<file path="src/verilog/ulsf_pkg.sv">
// Package for the receive line status flag block
package ulsf_pkg;
    localparam int FIFO_DEPTH = 16;
    localparam int PTR_W = 4;
    localparam int CNT_W = 5;
    localparam logic [CNT_W-1:0] CNT_FULL = 5'h10;
    localparam logic [CNT_W-1:0] CNT_ONE = 5'h01;
    localparam logic [PTR_W-1:0] PTR_ONE = 4'h1;
    // Register byte addresses
    localparam logic [7:0] ADDR_RX_DATA = 8'h00;
    localparam logic [7:0] ADDR_LINE_STATUS = 8'h04;
    localparam logic [7:0] ADDR_CONTROL = 8'h08;
    localparam logic [7:0] ADDR_IRQ_STATUS = 8'h0C;
    localparam logic [7:0] ADDR_IRQ_ENABLE = 8'h10;
    localparam logic [7:0] ADDR_IRQ_CLEAR = 8'h14;
    // Line status bit positions
    localparam int LS_DR = 0;
    localparam int LS_OE = 1;
    localparam int LS_PE = 2;
    localparam int LS_FE = 3;
    localparam int LS_FSUM = 7;
    // Control bits
    localparam int CTL_FIFO_EN = 0;
    localparam int CTL_PAR_EN = 1;
    localparam int CTL_PAR_EVEN = 2;
    localparam logic [2:0] CTL_RESET = 3'h0;
    // Interrupt status bits
    localparam int IRQ_W = 4;
    localparam int IRQ_DR = 0;
    localparam int IRQ_OE = 1;
    localparam int IRQ_PE = 2;
    localparam int IRQ_FE = 3;

    // Character delivered by the receive deserialiser
    typedef struct packed {
        logic [7:0] data;
        logic parity_bit;
        logic stop_ok;
    } ulsf_char_t;

    // Character stored with its error tags
    typedef struct packed {
        logic [7:0] data;
        logic par_err;
        logic frm_err;
    } ulsf_entry_t;
endpackage : ulsf_pkg

</file>
<file path="src/verilog/ulsf_rx_status.sv">
// Receive line status flags with receive FIFO and APB register slave
// Functional notes
// - Framing error is set when a character lacks a valid stop bit.
// - Parity error in line status bit 2 flags a character of bad parity.
// - In FIFO mode parity and framing flags follow the FIFO head.
// - Overrun in bit 1 is set when a character completes on a full FIFO.
// - On overrun the new character overwrites the shift register.
// - On overrun the shift register byte is not pushed into the FIFO.
// - Data ready in bit 0 is 1 while a character is held.
// - Data ready is 0 when nothing is held, also after reset.
// - Overrun and parity flags reset to 0 and set only on an error.
// - Framing error sits in bit 3 and resets to 0.
// - Bit 7 is set in FIFO mode while any held character has an error.
`timescale 1ns/100ps
module ulsf_rx_status
    import ulsf_pkg::*;
(
    input wire logic clk_sys,
    input wire logic reset,
    input wire logic psel,
    input wire logic penable,
    input wire logic pwrite,
    input wire logic [7:0] paddr,
    input wire logic [31:0] pwdata,
    output logic [31:0] prdata,
    output logic pready,
    output logic pslverr,
    input wire ulsf_char_t rx_char,
    input wire logic rx_char_valid,
    output logic [7:0] rx_shift_data,
    output logic irq
);
    function automatic logic par_bad(input ulsf_char_t c,
                                     input logic even);
        par_bad = ((^c.data) ^ c.parity_bit) != ~even;
    endfunction : par_bad

    ulsf_entry_t fifo_reg [FIFO_DEPTH];
    logic [PTR_W-1:0] rd_ptr_reg;
    logic [PTR_W-1:0] wr_ptr_reg;
    logic [CNT_W-1:0] count_reg;
    ulsf_entry_t hold_reg;
    logic hold_valid_reg;
    logic overrun_reg;
    logic [2:0] control_reg;
    logic [IRQ_W-1:0] irq_status_reg;
    logic [IRQ_W-1:0] irq_enable_reg;
    logic [7:0] shift_reg;
    logic [31:0] prdata_reg;
    logic pready_reg;
    logic pslverr_reg;
    logic irq_reg;

    logic fifo_mode;
    logic acc;
    logic rd_acc;
    logic wr_acc;
    logic pop;
    logic full;
    logic push;
    logic overrun_evt;
    ulsf_entry_t new_entry;
    ulsf_entry_t head;
    logic data_ready;
    logic fsum;
    logic [7:0] line_status;
    logic [IRQ_W-1:0] irq_events;
    logic fifo_pop;
    logic sel_rx_data;
    logic sel_line_status;
    logic sel_control;
    logic sel_irq_enable;
    logic sel_irq_clear;
    logic [PTR_W-1:0] rd_ptr_next;
    logic [PTR_W-1:0] wr_ptr_next;
    logic [CNT_W-1:0] count_next;
    logic hold_valid_next;
    logic overrun_next;
    logic [IRQ_W-1:0] irq_status_next;
    logic [31:0] read_word;
    logic read_bad;

    assign fifo_mode = control_reg[CTL_FIFO_EN];
    // Access taken on its first edge, answered the cycle after
    assign acc = psel && penable && !pready_reg;
    assign rd_acc = acc && !pwrite;
    assign wr_acc = acc && pwrite;

    // Register address decodes
    assign sel_rx_data = paddr == ADDR_RX_DATA;
    assign sel_line_status = paddr == ADDR_LINE_STATUS;
    assign sel_control = paddr == ADDR_CONTROL;
    assign sel_irq_enable = paddr == ADDR_IRQ_ENABLE;
    assign sel_irq_clear = paddr == ADDR_IRQ_CLEAR;
    assign pop = rd_acc && sel_rx_data;
    // Pop only with a character present
    assign fifo_pop = pop && count_reg != '0;

    always_comb begin
        new_entry.data = rx_char.data;
        new_entry.frm_err = !rx_char.stop_ok;
        new_entry.par_err = control_reg[CTL_PAR_EN]
            && par_bad(rx_char, control_reg[CTL_PAR_EVEN]);
    end

    assign full = fifo_mode ? (count_reg == CNT_FULL) : hold_valid_reg;
    // Freed slot in the same cycle does not rescue the character
    assign overrun_evt = rx_char_valid && full;
    assign push = rx_char_valid && !full;
    assign head = fifo_mode ? fifo_reg[rd_ptr_reg] : hold_reg;
    assign data_ready = fifo_mode ? (count_reg != '0)
                                  : hold_valid_reg;

    always_comb begin
        fsum = 1'b0;
        for (int i = 0; i < FIFO_DEPTH; i++) begin
            if (CNT_W'(i) < count_reg) begin
                if (fifo_reg[rd_ptr_reg + PTR_W'(i)].par_err
                    || fifo_reg[rd_ptr_reg + PTR_W'(i)].frm_err) begin
                    fsum = 1'b1;
                end
            end
        end
        fsum = fsum && fifo_mode;
    end

    always_comb begin
        line_status = '0;
        line_status[LS_DR] = data_ready;
        line_status[LS_OE] = overrun_reg;
        line_status[LS_PE] = data_ready && head.par_err;
        line_status[LS_FE] = data_ready && head.frm_err;
        line_status[LS_FSUM] = fsum;
    end

    // Shift register always keeps the latest character
    always_ff @(posedge clk_sys) begin
        if (reset) begin
            shift_reg <= '0;
        end else if (rx_char_valid) begin
            shift_reg <= rx_char.data;
        end
    end

    // FIFO pointers and fill count; leaving FIFO mode flushes
    always_comb begin
        rd_ptr_next = rd_ptr_reg;
        wr_ptr_next = wr_ptr_reg;
        count_next = count_reg;
        if (!fifo_mode) begin
            rd_ptr_next = '0;
            wr_ptr_next = '0;
            count_next = '0;
        end else begin
            if (push) begin
                wr_ptr_next = wr_ptr_reg + PTR_ONE;
            end
            if (fifo_pop) begin
                rd_ptr_next = rd_ptr_reg + PTR_ONE;
            end
            if (push && !fifo_pop) begin
                count_next = count_reg + CNT_ONE;
            end else if (!push && fifo_pop) begin
                count_next = count_reg - CNT_ONE;
            end
        end
    end

    always_ff @(posedge clk_sys) begin
        if (reset) begin
            rd_ptr_reg <= '0;
            wr_ptr_reg <= '0;
            count_reg <= '0;
        end else begin
            rd_ptr_reg <= rd_ptr_next;
            wr_ptr_reg <= wr_ptr_next;
            count_reg <= count_next;
        end
    end

    // Storage has no reset; only counted slots feed the status flags, an RX data read returns the head slot data even when empty, without a pop
    always_ff @(posedge clk_sys) begin
        if (fifo_mode && push) begin
            fifo_reg[wr_ptr_reg] <= new_entry;
        end
    end

    // Holding register for non-FIFO mode
    always_comb begin
        hold_valid_next = hold_valid_reg;
        if (fifo_mode) begin
            hold_valid_next = 1'b0;
        end else if (push) begin
            hold_valid_next = 1'b1;
        end else if (pop) begin
            hold_valid_next = 1'b0;
        end
    end

    always_ff @(posedge clk_sys) begin
        if (reset) begin
            hold_valid_reg <= 1'b0;
        end else begin
            hold_valid_reg <= hold_valid_next;
        end
    end

    always_ff @(posedge clk_sys) begin
        if (reset) begin
            hold_reg <= '0;
        end else if (!fifo_mode && push) begin
            hold_reg <= new_entry;
        end
    end

    // Overrun flag, set wins over read clear
    always_comb begin
        overrun_next = overrun_reg;
        if (overrun_evt) begin
            overrun_next = 1'b1;
        end else if (rd_acc && sel_line_status) begin
            overrun_next = 1'b0;
        end
    end

    always_ff @(posedge clk_sys) begin
        if (reset) begin
            overrun_reg <= 1'b0;
        end else begin
            overrun_reg <= overrun_next;
        end
    end

    always_ff @(posedge clk_sys) begin
        if (reset) begin
            control_reg <= CTL_RESET;
        end else if (wr_acc && sel_control) begin
            control_reg <= pwdata[2:0];
        end
    end

    always_comb begin
        irq_events = '0;
        irq_events[IRQ_DR] = push;
        irq_events[IRQ_OE] = overrun_evt;
        irq_events[IRQ_PE] = push && new_entry.par_err;
        irq_events[IRQ_FE] = push && new_entry.frm_err;
    end

    // Sticky interrupt status, new event wins over clear
    always_comb begin
        irq_status_next = irq_status_reg | irq_events;
        if (wr_acc && sel_irq_clear) begin
            irq_status_next = (irq_status_reg & ~pwdata[IRQ_W-1:0])
                              | irq_events;
        end
    end

    always_ff @(posedge clk_sys) begin
        if (reset) begin
            irq_status_reg <= '0;
        end else begin
            irq_status_reg <= irq_status_next;
        end
    end

    // Interrupt enable register
    always_ff @(posedge clk_sys) begin
        if (reset) begin
            irq_enable_reg <= '0;
        end else if (wr_acc && sel_irq_enable) begin
            irq_enable_reg <= pwdata[IRQ_W-1:0];
        end
    end

    always_ff @(posedge clk_sys) begin
        if (reset) begin
            irq_reg <= 1'b0;
        end else begin
            irq_reg <= |(irq_status_reg & irq_enable_reg);
        end
    end

    // Read mux, unmapped addresses refused with an error
    always_comb begin
        read_word = '0;
        read_bad = 1'b0;
        unique case (paddr)
            ADDR_RX_DATA: read_word = {24'h000000, head.data};
            ADDR_LINE_STATUS: read_word = {24'h000000, line_status};
            ADDR_CONTROL: read_word = {29'h0, control_reg};
            ADDR_IRQ_STATUS: read_word = {28'h0, irq_status_reg};
            ADDR_IRQ_ENABLE: read_word = {28'h0, irq_enable_reg};
            ADDR_IRQ_CLEAR: read_word = '0;
            default: read_bad = 1'b1;
        endcase
    end

    // APB slave: one wait state, pready for one cycle
    always_ff @(posedge clk_sys) begin
        if (reset) begin
            pready_reg <= 1'b0;
        end else begin
            pready_reg <= acc;
        end
    end

    always_ff @(posedge clk_sys) begin
        if (reset) begin
            pslverr_reg <= 1'b0;
        end else begin
            pslverr_reg <= acc && read_bad;
        end
    end

    // Read data stands only in the pready cycle
    always_ff @(posedge clk_sys) begin
        if (reset) begin
            prdata_reg <= '0;
        end else if (acc) begin
            prdata_reg <= read_word;
        end else begin
            prdata_reg <= '0;
        end
    end

    assign prdata = prdata_reg;
    assign pready = pready_reg;
    assign pslverr = pslverr_reg;
    assign rx_shift_data = shift_reg;
    assign irq = irq_reg;
endmodule : ulsf_rx_status

</file>
<file path="config.mk">
export PLATFORM = sky130hd
export DESIGN_NAME = ulsf_rx_status
export DESIGN_NICKNAME = d
export VERILOG_FILES = /design/src/verilog/ulsf_pkg.sv /design/src/verilog/ulsf_rx_status.sv
export SDC_FILE = /design/constraint.sdc
export NUM_CORES = 1
export LEC_CHECK = 0
export ABC_AREA = 1
export BUFFER_PORTS_ARGS = -buffer_cell sky130_fd_sc_hd__buf_2
export CORE_MARGIN = 2
export CORE_UTILIZATION = 44
export DETAILED_ROUTE_END_ITERATION = 16
export PLACE_DENSITY = 0.68
export SETUP_SLACK_MARGIN = 0.2
export SLEW_MARGIN = 30
export SYNTH_ARGS = -nofsm -noshare
export SYNTH_HDL_FRONTEND = slang
export SYNTH_SLANG_ARGS = --single-unit
</file>
<file path="constraint.sdc">
create_clock -name clk_sys -period 6.3 [get_ports clk_sys]
set_input_delay 1.89 -clock clk_sys [delete_from_list [all_inputs] [get_ports clk_sys]]
set_output_delay 1.89 -clock clk_sys [all_outputs]
set_load 0.1 [all_outputs]
</file>
[Word-level counts from Yosys, hierarchy flattened]
Memories as Yosys holds them, arrays and structs flattened. A register that Yosys moved wholly into a read port is not among the register bits.
Index checks and enable logic that the tools add are counted.
Operators by class
  reduce and logical (&&, ||, !) cells: 57
  muxes and demuxes: 48
  eq/ne operators: 7
  magnitude comparators: 16
  bitwise gates (word level): 9
  add/sub/neg operators: 18
Operators by type and width (number)
  1-bit 2-to-1 mux: 41
  4-bit by 5-bit < comparator with 1-bit output, first input constant: 8
  8-bit one-hot mux with 5 select lines: 1
  4-bit adder, second input constant: 8
  1-bit logical AND: 23
  3-bit by 5-bit < comparator with 1-bit output, first input constant: 4
  4-bit by 3-bit adder with 4-bit output, second input constant: 4
  8-bit by 4-bit equality test with 1-bit output, second input constant: 2
  8-bit by 5-bit equality test with 1-bit output, second input constant: 2
  1-bit logical OR: 16
  4-bit 2-to-1 mux: 3
  1-bit by 5-bit < comparator with 1-bit output, first input constant: 2
  2-bit by 5-bit < comparator with 1-bit output, first input constant: 2
  10-bit 2-to-1 mux: 1
  5-bit 2-to-1 mux: 2
  4-bit by 1-bit adder with 4-bit output, second input constant: 2
  4-bit by 2-bit adder with 4-bit output, second input constant: 2
  4-bit bitwise AND: 2
  8-bit by 3-bit equality test with 1-bit output, second input constant: 1
  8-bit zero test: 1
  4-bit bitwise OR: 2
  8-bit XOR reduction: 1
  1-bit zero test: 7
  2-bit nonzero test: 3
  other kinds (11): 15
Word-level totals
  memories: 1
  register bits after elaboration: 79
  input bits: 56
  RAM bits: 160
  output and inout port bits: 43
Memory list
  fifo_reg: words 16, bits a word 10, rd ports 16, clocked after memory_dff 1, wr ports 1, RTL line ulsf_rx_status.sv:38  | ulsf_entry_t fifo_reg [FIFO_DEPTH];

[Logic depth before layout (Yosys ltp)]
  depth after elaboration: 35
  mapped depth: 20

[Least setup slack after synthesis]
Ideal clock, no wire load.
  kind: in2reg
  start: in paddr[1]
  end: reg count_reg[4]
  setup time: 0.115 ns
  stages on the path: 14
  arrival time: 3.752 ns
  setup slack: 2.433 ns
  cell sequence: nor2_1 -> inv_1 -> nor3_1 -> inv_1 -> nor2_1 -> nand2_1 -> nor2_2 -> inv_1 -> ha_1 -> nor2_1 -> o21ai_0 -> a21oi_1 -> xor2_1 -> nor2_1
On the way
  longest elaborated chain between the ends: 6
Ends and longest elaborated chain
  start: declaration: RTL line ulsf_rx_status.sv:23  | input wire logic [7:0] paddr,
  8-bit zero test (*): RTL line ulsf_rx_status.sv:90  | assign sel_rx_data = paddr == ADDR_RX_DATA;
  1-bit logical AND (*): RTL line ulsf_rx_status.sv:95  | assign pop = rd_acc && sel_rx_data;
  1-bit logical AND (*): RTL line ulsf_rx_status.sv:97  | assign fifo_pop = pop && count_reg != '0;
  1-bit zero test: RTL line ulsf_rx_status.sv:161  | if (push && !fifo_pop) begin
  1-bit logical AND: RTL line ulsf_rx_status.sv:161
  5-bit 2-to-1 mux / 2-bit nonzero test (equally long branches)
  end signal: assignment: RTL line ulsf_rx_status.sv:177  | count_reg <= count_next;
  end: declaration: RTL line ulsf_rx_status.sv:41  | logic [CNT_W-1:0] count_reg;
Every way passes the cells marked *; elsewhere a longest branch is shown, timed or not.
A chain may end at the register's enable or synchronous reset.

[Final worst setup path]
  start: in rx_char_valid
  end: mem fifo_reg[9][4] (netlist bit) (enable)
On the way
  longest elaborated chain between the ends: 4
Ends and longest elaborated chain
  start: declaration: RTL line ulsf_rx_status.sv:29  | input wire logic rx_char_valid,
  1-bit logical AND: RTL line ulsf_rx_status.sv:109  | assign push = rx_char_valid && !full;
  net push: RTL line ulsf_rx_status.sv:60  | logic push;
  1-bit logical AND: RTL line ulsf_rx_status.sv:183  | if (fifo_mode && push) begin
  1-bit 2-to-1 mux: RTL line ulsf_rx_status.sv:183
  1-bit 2-to-1 mux (implied by the code): RTL line ulsf_rx_status.sv:184  | fifo_reg[wr_ptr_reg] <= new_entry;
  end: declaration: RTL line ulsf_rx_status.sv:38
The timed path passes the listed nets, and every way through them passes these cells.

==> results by group <==
Synthesis
  • Count of cell types in the netlist: 46
  • YS warnings: 0
  • Synth cell count leaders: nand2_1, nor2_1, edfxtp_1
  • Area leader, netlist: edfxtp_1
  • EDFF count, synth: 160
  • Register area share after synthesis: 54.51%
  • Seq cells post-synth: 219
  • Post-synth top flop: edfxtp_1
  • Synthesized area per cell: 8.799 µm²
  • Synth async-reset ratio: 0%
  • Mapped cell area: 10980 µm²
  • Cells after Synth: 1248
  • Main area contributors after synthesis: edfxtp_1, dfxtp_1, nand2_1, nand3_1, nor2_1
  • Top-area cell type share of the netlist area: 43.76%
  • Most frequent cell after synthesis: nand2_1

CTS
  • Post-CTS Resized: 0
  • CTS max path bufs: 3
  • Clock net sink count: 219
  • CTS tree: done
  • Worst-skew pair later-pin latency: 0.50 ns
  • Post-CTS Setup Inserts: 0
  • CTS Buf Count: 22
  • H-tree Lvls: 1
  • Clk slew on worst S/H paths: 0.06 ns
  • CTS root buffer: clkbuf_16
  • CTS Hold Buffers Added: 0

Power and ir drop
  • Peak supply drop: 243.5 µV
  • PD cells: 244.8 nW/µm²
  • Leakage: 4.677 nW

Placement
  • Routability cong.: 0.8844
  • PortBufs: 46
  • Detail Placement HPWL: 18.07 mm
  • Placed insts: 1577

Critical path
  • Critical path arrival: 4.05 ns
  • Worst path bufs/invs: 3
  • Worst path top cell family by delay: simple AND/OR/NAND/NOR gates
  • Critical path's slowest cell: nor2_1
  • CP Capture Type: flip-flop
  • Largest stage delay on the critical path: 0.79 ns
  • Critical Setup Path Class: input port to flip-flop
  • Crit Path Max Fanout: 10
  • Startpoint types: input port
  • Reg2reg setup slack: 2.92 ns
  • Top cell by count, worst path: nand2_1
  • Worst EP required: 6.41 ns
  • Crit path cell chain: buf_2 > clkinv_1 > nor2_4 > nand2_1 > inv_1 > nand2_1 > nor2_1

Global route
  • Met2 usage: 34.72%
  • Number of global-route vias before repair: 8197
  • Met3 Track Usage GR: 1.864%
  • Antenna violations before repair: 1
  • First-pass GRT wire length: 43.10 mm
  • Busiest grt layer: met2
  • GRT Residual Overflow: 0
  • GRT Total Usage: 20.62%
  • Largest net degree at the start of global routing: 88
  • Grt met1 use: 28.19%

Drt
  • Routed WL: 26.85 mm
  • Routed WL per cell: 16.61 µm
  • Vias/cell: 5.416
  • Drt first pass iters: 7
  • Via count: 8758
  • Post-route ant nets: 0
  • 1st-iter DRT viols: 828
  • # DRC: 0

Die
  • Die Span X: 162.0 µm
  • Die ar.: 26240 µm²
  • I/O pins: 99
  • Die Span Y: 162.0 µm
  • Starting density of the core: 45.02%
  • Rows: 57
  • CORE AREA: 24390 µm²

Timing
  • Actual slew at the worst max-slew pin: 0.9811 ns
  • Final-report setup violation count: 0
  • Setup TNS Final: 0 ns
  • Achievable frequency: 254.1 MHz
  • Tcrit/Tclk final: 62.48%
  • Final Hold Fails: 0
  • Max-slew headroom: 34.35%
  • Unrepaired setup endpoints after global routing: no
  • WHS: 0.4534 ns
  • Max-slew violation count: 0
  • Worst Clk Skew: 0.01189 ns
  • Min Tclk post-route: 3.936 ns

Flow run
  • Max-cap violation count: 0

Layout
  • Non-Filler Instances: 1617
  • Ant. Diodes: 0
  • Max reg flops: 160
  • Nets@finish: 1349
  • Core Util, Final: 49.45%
  • Share of post-route cells with drive strength above 1: 9.745%
  • Area growth syn-to-layout: 9.833%
  • FILL cells: 2263

Outcome
  • Status: finished, final reports clean

Worst hold path
  • Hold Crit Class: flip-flop to flip-flop
area by class of cell:
class                      instances  area [µm²]  area share (%)
inverter                          86       322.8           2.677
sequential                       219        5987           49.64
clock buffer                      31       605.6           5.021
multi-input combinational        887        4324           35.85
clock inverter                     9       72.57          0.6017
timing repair buffer              61       342.8           2.843
tap                              324       405.4           3.361
cells in the final DEF (no fill, tap or decap), types with 3 or more instances in the layout:
| master | count |
|---|---|
| nand2_1 | 256 |
| o211ai_1 | 15 |
| clkbuf_16 | 23 |
| nand4_1 | 3 |
| buf_4 | 15 |
| a31oi_1 | 3 |
| o21ai_0 | 103 |
| o22ai_1 | 4 |
| nor2_2 | 10 |
| xor2_2 | 3 |
| o221ai_1 | 16 |
| o21ai_1 | 3 |
| clkinv_1 | 6 |
| dfxtp_1 | 58 |
| conb_1 | 24 |
| xor2_1 | 8 |
| a22oi_1 | 3 |
| xnor2_1 | 4 |
| o311ai_0 | 12 |
| ha_1 | 16 |
| a21oi_1 | 35 |
| nand3_1 | 154 |
| edfxtp_1 | 160 |
| a41oi_1 | 3 |
| inv_2 | 10 |
| clkbuf_1 | 8 |
| nor3_1 | 13 |
| clkinv_2 | 4 |
| inv_1 | 72 |
| buf_2 | 46 |
| nor2_1 | 181 |
per-layer routing:
metal | part of all wire, % | wire length (µm)
met5 | 0.063 | 17
met1 | 44 | 11740
met3 | 5.1 | 1375
met2 | 48 | 12990
met4 | 2.8 | 739
final timing paths:
kind,depth (start not counted),endpoint,startpoint
min,2,hold_reg[5],hold_reg[5]
max reg2reg,17,prdata[7],rd_ptr_reg[0]
min reg2reg,2,hold_reg[5],hold_reg[5]
max,7,fifo_reg[9][4],rx_char_valid
kinds of logic (layout without fill, tap and decap cells):
logic type      Yosys count  count (layout)  share of synthesized area [%]
simple gates            625             625                          23.76
other cells               1              24                        0.03415
compound gates          205             205                          11.12
xor+xnor                 17              17                          1.698
flops                   219             219                          54.51
buf+inv                 165             187                          7.053
fa+ha+maj                16              16                          1.823
power by group:
part | total [mW] | leakage [nW] | internal [mW] | switching [mW]
Combinational | 0.172 | 2.42 | 0.0252 | 0.147
Clock | 1.22 | 0.326 | 0.712 | 0.508
Sequential | 1.56 | 1.93 | 1.55 | 0.00627
Total | 2.95 | 4.68 | 2.29 | 0.661
metrics by stage:
step | setup WS (ns) | power, mW | area (µm²)
after floorplan | 2.433 | 1.733 | 11070
after global placement | 1.916 | 1.760 | 11360
after detailed placement | 1.840 | 1.762 | 11370
after CTS | 2.363 | 2.977 | 12050
after global routing | 2.025 | 3.043 | 12060
final | 2.364 | 2.952 | 12060
worst min-delay path, delay by kind of cell, from the launching register on:
family	cells	cell delay, ns
buffers and inverters	1	0.06
AOI/OAI and AO/OA	1	0.05
DFF	1	0.30
Note: power is estimated with default switching activity, not from simulation.
